===== config.mk =====
export PLATFORM = sky130hd
export DESIGN_NAME = pxb_split_regs
export DESIGN_NICKNAME = d
export VERILOG_FILES = /design/src/include/pxb_pkg.sv /design/src/rtl/pxb_bridge_regs.sv /design/src/rtl/pxb_split_regs.sv
export SDC_FILE = /design/constraint.sdc
export NUM_CORES = 1
export LEC_CHECK = 0
export ABC_AREA = 1
export BUFFER_PORTS_ARGS = -buffer_cell sky130_fd_sc_hd__buf_2
export CORE_ASPECT_RATIO = 1.75
export CORE_MARGIN = 8
export CORE_UTILIZATION = 55
export CTS_CLUSTER_DIAMETER = 50
export CTS_CLUSTER_SIZE = 14
export DETAILED_ROUTE_END_ITERATION = 6
export GPL_TIMING_DRIVEN = 1
export MAX_ROUTING_LAYER = met4
export PLACE_DENSITY = 0.75
export SLEW_MARGIN = 20
export SYNTH_ARGS = -nofsm -noshare
export SYNTH_HDL_FRONTEND = slang
export SYNTH_SLANG_ARGS = --single-unit

===== constraint.sdc =====
create_clock -name CLOCK -period 7.7 [get_ports CLOCK]
set_clock_uncertainty 0.15 [all_clocks]
set_input_delay 1.155 -clock CLOCK [delete_from_list [all_inputs] [get_ports CLOCK]]
set_output_delay 1.155 -clock CLOCK [all_outputs]
set_load 0.005 [all_outputs]

===== src/include/pxb_pkg.sv =====
// constants shared by the bridge split-capability register block
package pxb_pkg;

   // ==========================================================
   // register offsets in each bridge function's config space
   localparam logic [7:0] OFS_BRIDGE_STATUS = 8'hA4;
   localparam logic [7:0] OFS_UP_SPLIT = 8'hA8;

   // ==========================================================
   // bridge status register layout
   localparam logic [31:0] BSTAT_RESET = 32'h0003_0000;
   localparam int BIT_SPLIT_REQUEST_DELAYED = 21;
   localparam int BIT_SPLIT_OVERRUN = 20;
   localparam int BIT_UNEXPECTED_SPLIT = 19;
   localparam int BIT_SPLIT_DISCARDED = 18;
   localparam int BIT_DEV64 = 17;
   localparam int BIT_UNDESCRIBED16 = 16;
   localparam int DEVNUM_LSB = 3;
   localparam int DEVNUM_W = 5;
   localparam int FUNCNUM_LSB = 0;
   localparam logic [2:0] FUNC_NUMBER = 3'h0;

   // ==========================================================
   // upstream split transaction register layout
   localparam int LIMIT_LSB = 16;
   localparam int HALF_W = 16;
   localparam logic [15:0] LIMIT_RESET = 16'hFFFF;
   localparam logic [15:0] LIMIT_NO_LIMIT = 16'hFFFF;
   localparam int BE_LIMIT_LO = 2;
   localparam int BE_LIMIT_HI = 3;

   // ==========================================================
   // bridge function indices
   localparam int NUM_BRIDGES = 2;
   localparam logic [4:0] SECOND_BRIDGE_STEP = 5'h01;

endpackage


===== src/rtl/pxb_bridge_regs.sv =====
// register pair of one bridge function: bridge status and upstream split
`timescale 1ns/1ps
module pxb_bridge_regs #(
   parameter int FUNC_INDEX = 0,
   parameter logic [15:0] CAPACITY = 16'h0010
) (
   // clock and reset
   input wire logic clock,
   input wire logic resetn,
   // identity from the link configuration
   input wire logic [4:0] link_unit_identifier,
   // write access, already decoded to this function
   input wire logic wr_en,
   input wire logic [7:0] addr,
   input wire logic [3:0] be,
   input wire logic [31:0] wdata,
   // read data, combinational
   output logic [31:0] rdata
);

   // ==========================================================
   // elaboration check: only two bridge functions exist, and the
   // device-number offset below assumes index 0 or 1
   if (FUNC_INDEX < 0 || FUNC_INDEX >= pxb_pkg::NUM_BRIDGES) begin : g_bad_index
      $error("bridge function index out of range");
   end

   // ==========================================================
   // storage: only the commitment limit is writable
   logic [15:0] limit_reg;
   logic [15:0] limit_next;
   wire logic hit_split = (addr == pxb_pkg::OFS_UP_SPLIT);
   wire logic hit_status = (addr == pxb_pkg::OFS_BRIDGE_STATUS);
   wire logic wr_split = wr_en & hit_split;

   // byte lanes 2 and 3 update the limit, lanes 0 and 1 are dropped
   always_comb begin
      limit_next = limit_reg;
      if (wr_split & be[pxb_pkg::BE_LIMIT_LO]) begin
         limit_next[7:0] = wdata[23:16];
      end
      if (wr_split & be[pxb_pkg::BE_LIMIT_HI]) begin
         limit_next[15:8] = wdata[31:24];
      end
   end

   // reset leaves the limit at all ones, which means unlimited
   always_ff @(posedge clock or negedge resetn) begin
      if (!resetn) begin
         limit_reg <= pxb_pkg::LIMIT_RESET;
      end else begin
         limit_reg <= limit_next;
      end
   end

   // ==========================================================
   // bridge status: device number follows the link id, second is +1
   wire logic [4:0] dev_number = (FUNC_INDEX == 0) ? link_unit_identifier :
      5'(link_unit_identifier + pxb_pkg::SECOND_BRIDGE_STEP);
   logic [31:0] status_word;

   // start from the reset image so bits 17 and 16 stay high and the
   // error bits stay low; status writes land nowhere
   always_comb begin
      status_word = pxb_pkg::BSTAT_RESET;
      status_word[pxb_pkg::BIT_SPLIT_REQUEST_DELAYED] = 1'b0;
      status_word[pxb_pkg::BIT_SPLIT_OVERRUN] = 1'b0;
      status_word[pxb_pkg::BIT_UNEXPECTED_SPLIT] = 1'b0;
      status_word[pxb_pkg::BIT_SPLIT_DISCARDED] = 1'b0;
      status_word[pxb_pkg::BIT_DEV64] = 1'b1;
      status_word[pxb_pkg::DEVNUM_LSB +: pxb_pkg::DEVNUM_W] = dev_number;
      status_word[pxb_pkg::FUNCNUM_LSB +: 3] = pxb_pkg::FUNC_NUMBER;
   end

   // read mux; the low half of the split register is fixed capacity
   assign rdata = hit_status ? status_word :
      hit_split ? {limit_reg, CAPACITY} : '0;

endmodule // pxb_bridge_regs


===== src/rtl/pxb_split_regs.sv =====
// split-capability registers and buffer credit gates of two bridges
`timescale 1ns/1ps
module pxb_split_regs #(
   parameter logic [15:0] DN_RESP_CAPACITY = 16'h0010,
   parameter logic [15:0] UP_RESP_BUFS = 16'h0010
) (
   // clock and reset
   input wire logic CLOCK,
   input wire logic RESETN,
   // link identity, from the same clock domain
   input wire logic [4:0] LINK_UNIT_IDENTIFIER,
   // configuration access port
   input wire logic CFG_RD,
   input wire logic CFG_WR,
   input wire logic CFG_SEL,
   input wire logic [7:0] CFG_ADDR,
   input wire logic [3:0] CFG_BE,
   input wire logic [31:0] CFG_WDATA,
   output logic CFG_ACK,
   output logic [31:0] CFG_RDATA,
   // upstream link read requests against downstream buffers
   input wire logic [1:0] UP_RD_REQ,
   input wire logic [1:0] DN_BUF_FREE,
   output logic [1:0] UP_RD_GRANT,
   // downstream bus read requests against upstream buffers
   input wire logic [1:0] DN_RD_REQ,
   input wire logic [1:0] UP_BUF_FREE,
   output logic [1:0] DN_RD_GRANT
);

   // ==========================================================
   // elaboration checks
   if (DN_RESP_CAPACITY == '0) begin : g_bad_dn
      $error("downstream response capacity must be nonzero");
   end
   if (UP_RESP_BUFS == '0) begin : g_bad_up
      $error("upstream response buffer count must be nonzero");
   end

   // ==========================================================
   // credit arithmetic shared by every pool
   // a pool never climbs past its size, so a stray free cannot
   // mint a credit that has no buffer behind it
   function automatic logic [15:0] credit_next(
      input logic [15:0] cnt,
      input logic take,
      input logic give,
      input logic [15:0] size
   );
      logic [15:0] val;
      val = cnt;
      if (take && !give) begin
         val = 16'(cnt - 16'h0001);
      end else if (give && !take && cnt != size) begin
         val = 16'(cnt + 16'h0001);
      end
      return val;
   endfunction

   // ==========================================================
   // register pairs, one per bridge function
   logic [31:0] rdata_w [pxb_pkg::NUM_BRIDGES];
   logic [1:0] wr_sel;

   // writes reach only the selected function
   assign wr_sel[0] = CFG_WR & ~CFG_SEL;
   assign wr_sel[1] = CFG_WR & CFG_SEL;

   for (genvar g = 0; g < pxb_pkg::NUM_BRIDGES; g++) begin : g_fn
      pxb_bridge_regs #(
         .FUNC_INDEX(g),
         .CAPACITY(DN_RESP_CAPACITY)
      ) u_regs (
         .clock(CLOCK),
         .resetn(RESETN),
         .link_unit_identifier(LINK_UNIT_IDENTIFIER),
         .wr_en(wr_sel[g]),
         .addr(CFG_ADDR),
         .be(CFG_BE),
         .wdata(CFG_WDATA),
         .rdata(rdata_w[g])
      );
   end

   // ==========================================================
   // configuration answer
   wire logic [31:0] rd_sel = CFG_SEL ? rdata_w[1] : rdata_w[0];
   wire logic access = CFG_RD | CFG_WR;
   logic ack_reg;
   logic [31:0] rdata_reg;
   wire logic [31:0] rdata_next = CFG_RD ? rd_sel : rdata_reg;

   // read data is captured before any same-cycle write lands,
   // so a combined access returns the old value
   always_ff @(posedge CLOCK or negedge RESETN) begin
      if (!RESETN) begin
         ack_reg <= 1'b0;
         rdata_reg <= '0;
      end else begin
         ack_reg <= access;
         rdata_reg <= rdata_next;
      end
   end

   assign CFG_ACK = ack_reg;
   assign CFG_RDATA = rdata_reg;

   // ==========================================================
   // buffer credit gates, per bridge
   // the commitment limit is deliberately not consulted here: the
   // only cap is the real free-buffer count
   logic [15:0] dn_cnt_reg [pxb_pkg::NUM_BRIDGES];
   logic [15:0] up_cnt_reg [pxb_pkg::NUM_BRIDGES];
   logic [1:0] up_grant_reg;
   logic [1:0] dn_grant_reg;
   logic [1:0] up_grant_next;
   logic [1:0] dn_grant_next;

   for (genvar b = 0; b < pxb_pkg::NUM_BRIDGES; b++) begin : g_cr
      wire logic dn_avail = (dn_cnt_reg[b] != '0);
      wire logic up_avail = (up_cnt_reg[b] != '0);
      wire logic [15:0] dn_next;
      wire logic [15:0] up_next;

      // grant only while a buffer is free
      assign up_grant_next[b] = UP_RD_REQ[b] & dn_avail;
      assign dn_grant_next[b] = DN_RD_REQ[b] & up_avail;
      assign dn_next = credit_next(dn_cnt_reg[b], up_grant_next[b],
         DN_BUF_FREE[b], DN_RESP_CAPACITY);
      assign up_next = credit_next(up_cnt_reg[b], dn_grant_next[b],
         UP_BUF_FREE[b], UP_RESP_BUFS);

      // pools start full after reset
      always_ff @(posedge CLOCK or negedge RESETN) begin
         if (!RESETN) begin
            dn_cnt_reg[b] <= DN_RESP_CAPACITY;
            up_cnt_reg[b] <= UP_RESP_BUFS;
         end else begin
            dn_cnt_reg[b] <= dn_next;
            up_cnt_reg[b] <= up_next;
         end
      end
   end

   // grants last one cycle per credit taken, registered for clean outputs
   always_ff @(posedge CLOCK or negedge RESETN) begin
      if (!RESETN) begin
         up_grant_reg <= '0;
         dn_grant_reg <= '0;
      end else begin
         up_grant_reg <= up_grant_next;
         dn_grant_reg <= dn_grant_next;
      end
   end

   assign UP_RD_GRANT = up_grant_reg;
   assign DN_RD_GRANT = dn_grant_reg;

endmodule // pxb_split_regs


==> results.ini <==
[status]
outcome=finished, final reports clean

[place]
place_area_um2=8850
dp_hpwl_mm=14.1
port_buffers=69
place_congestion=0.940

[timing]
layout_min_cycle_time_ps=3210
max_freq_ghz=0.312
fin_crit_sh=0.417
hold_viol=0
tightest_slew_ps=885
relSlewSlack=0.410
rsz0062_at_grt=false
final.setup.tns_ps=0
slew_violations=0
setup_viol=0

[clock_network]
cts_max_level=4
clk_pin_slew_ps=60
ctsHoldBuffers=0
post_cts_buffers=0
cts-root-buf=clkbuf_16
clock_latency_ps=410
post_cts_resize_count=0
clock_sinks=122
cts_buffers=17
cts_tree=yes
cts_buffer_depth=2

[global_routing]
grt_pass1_wl_mm=32.3
grt_pass1_vias=7408
overflow=0
antenna_found_initial=0
grt_usage=0.205
grt_max_degree=75

[setup_path]
cpLargestDelayFamily=simple AND/OR/NAND/NOR gates
critPathLaunch=DN_BUF_FREE[1]
worstSetupStartpointType=input port
cp_data_arrival_time_ps=3350
crit_top_cell=nand2_1
rr_endpoint=up_cnt_reg[14]
crit_path_end_kind=flip-flop
cp.depth=14
crit_end=dn_cnt_reg[11]
timing.rr.start=up_cnt_reg[13]
crit_fanout=15
cp_num_buf_inv=4
worstPathRequired_ps=7840
r2r_slack_ps=4560
reg2reg_depth=16
critPathKind=input port to flip-flop
worst_path_largest_cell_delay_ps=450
cp_slowest_cell=inv_1
cp_cell_sequence=buf_2, inv_1, nand3_1, inv_1, ha_1, nand2_1, inv_1, a21oi_1, nand2_1, nand2_1, nand2_1, or2_2, nand3_1, nand2_1

[floorplan]
fp.dieW_um=110
io_pins=99
initial_utilization=0.555
die-area_um2=19700
core_um2=15200
die_h_um=180
fp-row-count=60

[worst_hold_path]
hp-class=flip-flop to flip-flop
hp-start=CFG_RDATA[7]

[synth]
yosysMostFrequentCell=nand2_1
syn_area_per_cell_um2=7.26
yosys_warnings=0
syn_inst=1160
yosys.area_share.simple=0.306
synth_edf_count=0
synth_compound_area_frac=0.0989
synth_xor_area_frac=0.0343
synth_top_family_by_area=simple AND/OR/NAND/NOR gates
async_flop_share=1.00
synth_ff_type=dfrtp_1
synth_cell_types=37
seq_area_frac_synth=0.368
synth_top_cell_area_share=0.255
synth_fa_ha_area_frac=0.0942
netlist_top_cells_area=dfrtp_1 (26%), nand2_1 (18%), dfstp_2 (11%)
syn-cell-area_um2=8420
synth_top_area_cell=dfrtp_1
muxShareOfSynthArea=0.0190
synthTopCellsByCount=nand2_1 (400), inv_1 (124), nor2_1 (95), dfrtp_1 (86), o21ai_0 (82)
synth_seq_cells=122

[run]
drv_cap=0

[drt]
drtIter0Drc=245
dr.pass1.iters=5
wl_per_cell_um=13.3
remaining_drc_errors=0
vias=7390
vias_per_cell=5.18
drt_wl_total_mm=19.0
ant_nets=0

[final_layout]
area_growth_pct=11.9
utilization=0.622
final_cell_area_um2=9430
diodes=0
final_layout_size_suffix_gt1_frac=0.127
nNetsFinal=1351

[pwr]
p_per_area_nw_per_um2=321
leakage_nw=5.02
ir_worst_vdd_uv=170

-- kinds of logic after synthesis --
| kind of cell | after synthesis |
|---|---|
| AND/OR/NAND/NOR | 617 |
| buffers and inverters | 156 |
| AO/OA/AOI/OAI | 154 |
| flip-flops | 122 |
| adder cells (fa/ha/maj) | 61 |
| XOR/XNOR | 33 |
| multiplexers | 16 |
| other | 1 |
-- cells in the final DEF (no fill, tap or decap), types with 16 or more instances in the layout --
master,synthesis,routed
dfrtp_1,86,86
o21ai_0,82,82
dfstp_2,36,36
a21oi_1,51,51
nand2_1,400,400
mux2i_1,16,16
buf_2,8,68
inv_1,124,124
nand3_1,78,78
xnor2_1,23,23
clkbuf_16,0,17
nor2_1,95,95
ha_1,57,57
-- routing by layer --
| metal | wire, µm | share of wire | GRT usage | vias to the layer above |
|---|---|---|---|---|
| li1 | - | - | - | 3859 |
| met1 | 7530 | 0.40 | 0.211 | 3369 |
| met2 | 10200 | 0.54 | 0.373 | 127 |
| met3 | 753 | 0.040 | 0.0294 | 35 |
| met4 | 483 | 0.025 | 0.0810 | 0 |
| met5 | 0 | 0 | - | - |
-- how the worst min path moves through the flow --
stage	depth (start not counted)	slack [ps]	endpoint
after floorplan	2	310	g_fn[0].u_regs.limit_reg[15]
after global placement	2	310	CFG_RDATA[19]
after detailed placement	2	310	CFG_RDATA[7]
after CTS	2	330	CFG_RDATA[7]
after global routing	2	350	g_fn[0].u_regs.limit_reg[11]
final	2	320	CFG_RDATA[7]
-- tightest hold or removal path, stage by stage (launching register included) --
cell and delay [ps]:
dfrtp_1 340, nand2_1 50, nand2_1 50
-- layout make-up --
type                    instances  area (µm²)
multi-input cells             892        4700
flip-flops and latches        122        3100
well taps                     186         233
inverters                     125         469
fillers                      1398        5740
clock buffers                  18         439
clock inverters                14         138
repair buffers                 70         355
-- power breakdown --
group | internal (W) | switching, W
clock | 0.000460 | 0.000313
sequential | 0.000821 | 0.000161
combinational | 0.000504 | 0.000763
total | 0.00178 | 0.00124
-- stage by stage --
step / worst slack [ps] / total power (W) / hold WS, ps / cells
after floorplan: 4640 / 0.00197 / 309 / 1170
after global placement: 4110 / 0.00223 / 311 / 1395
after detailed placement: 4080 / 0.00225 / 310 / 1395
after CTS: 4510 / 0.00305 / 328 / 1427
after global routing: 4240 / 0.00329 / 350 / 1427
final: 4490 / 0.00302 / 324 / 1427
Power figures use the tool's default switching activity.
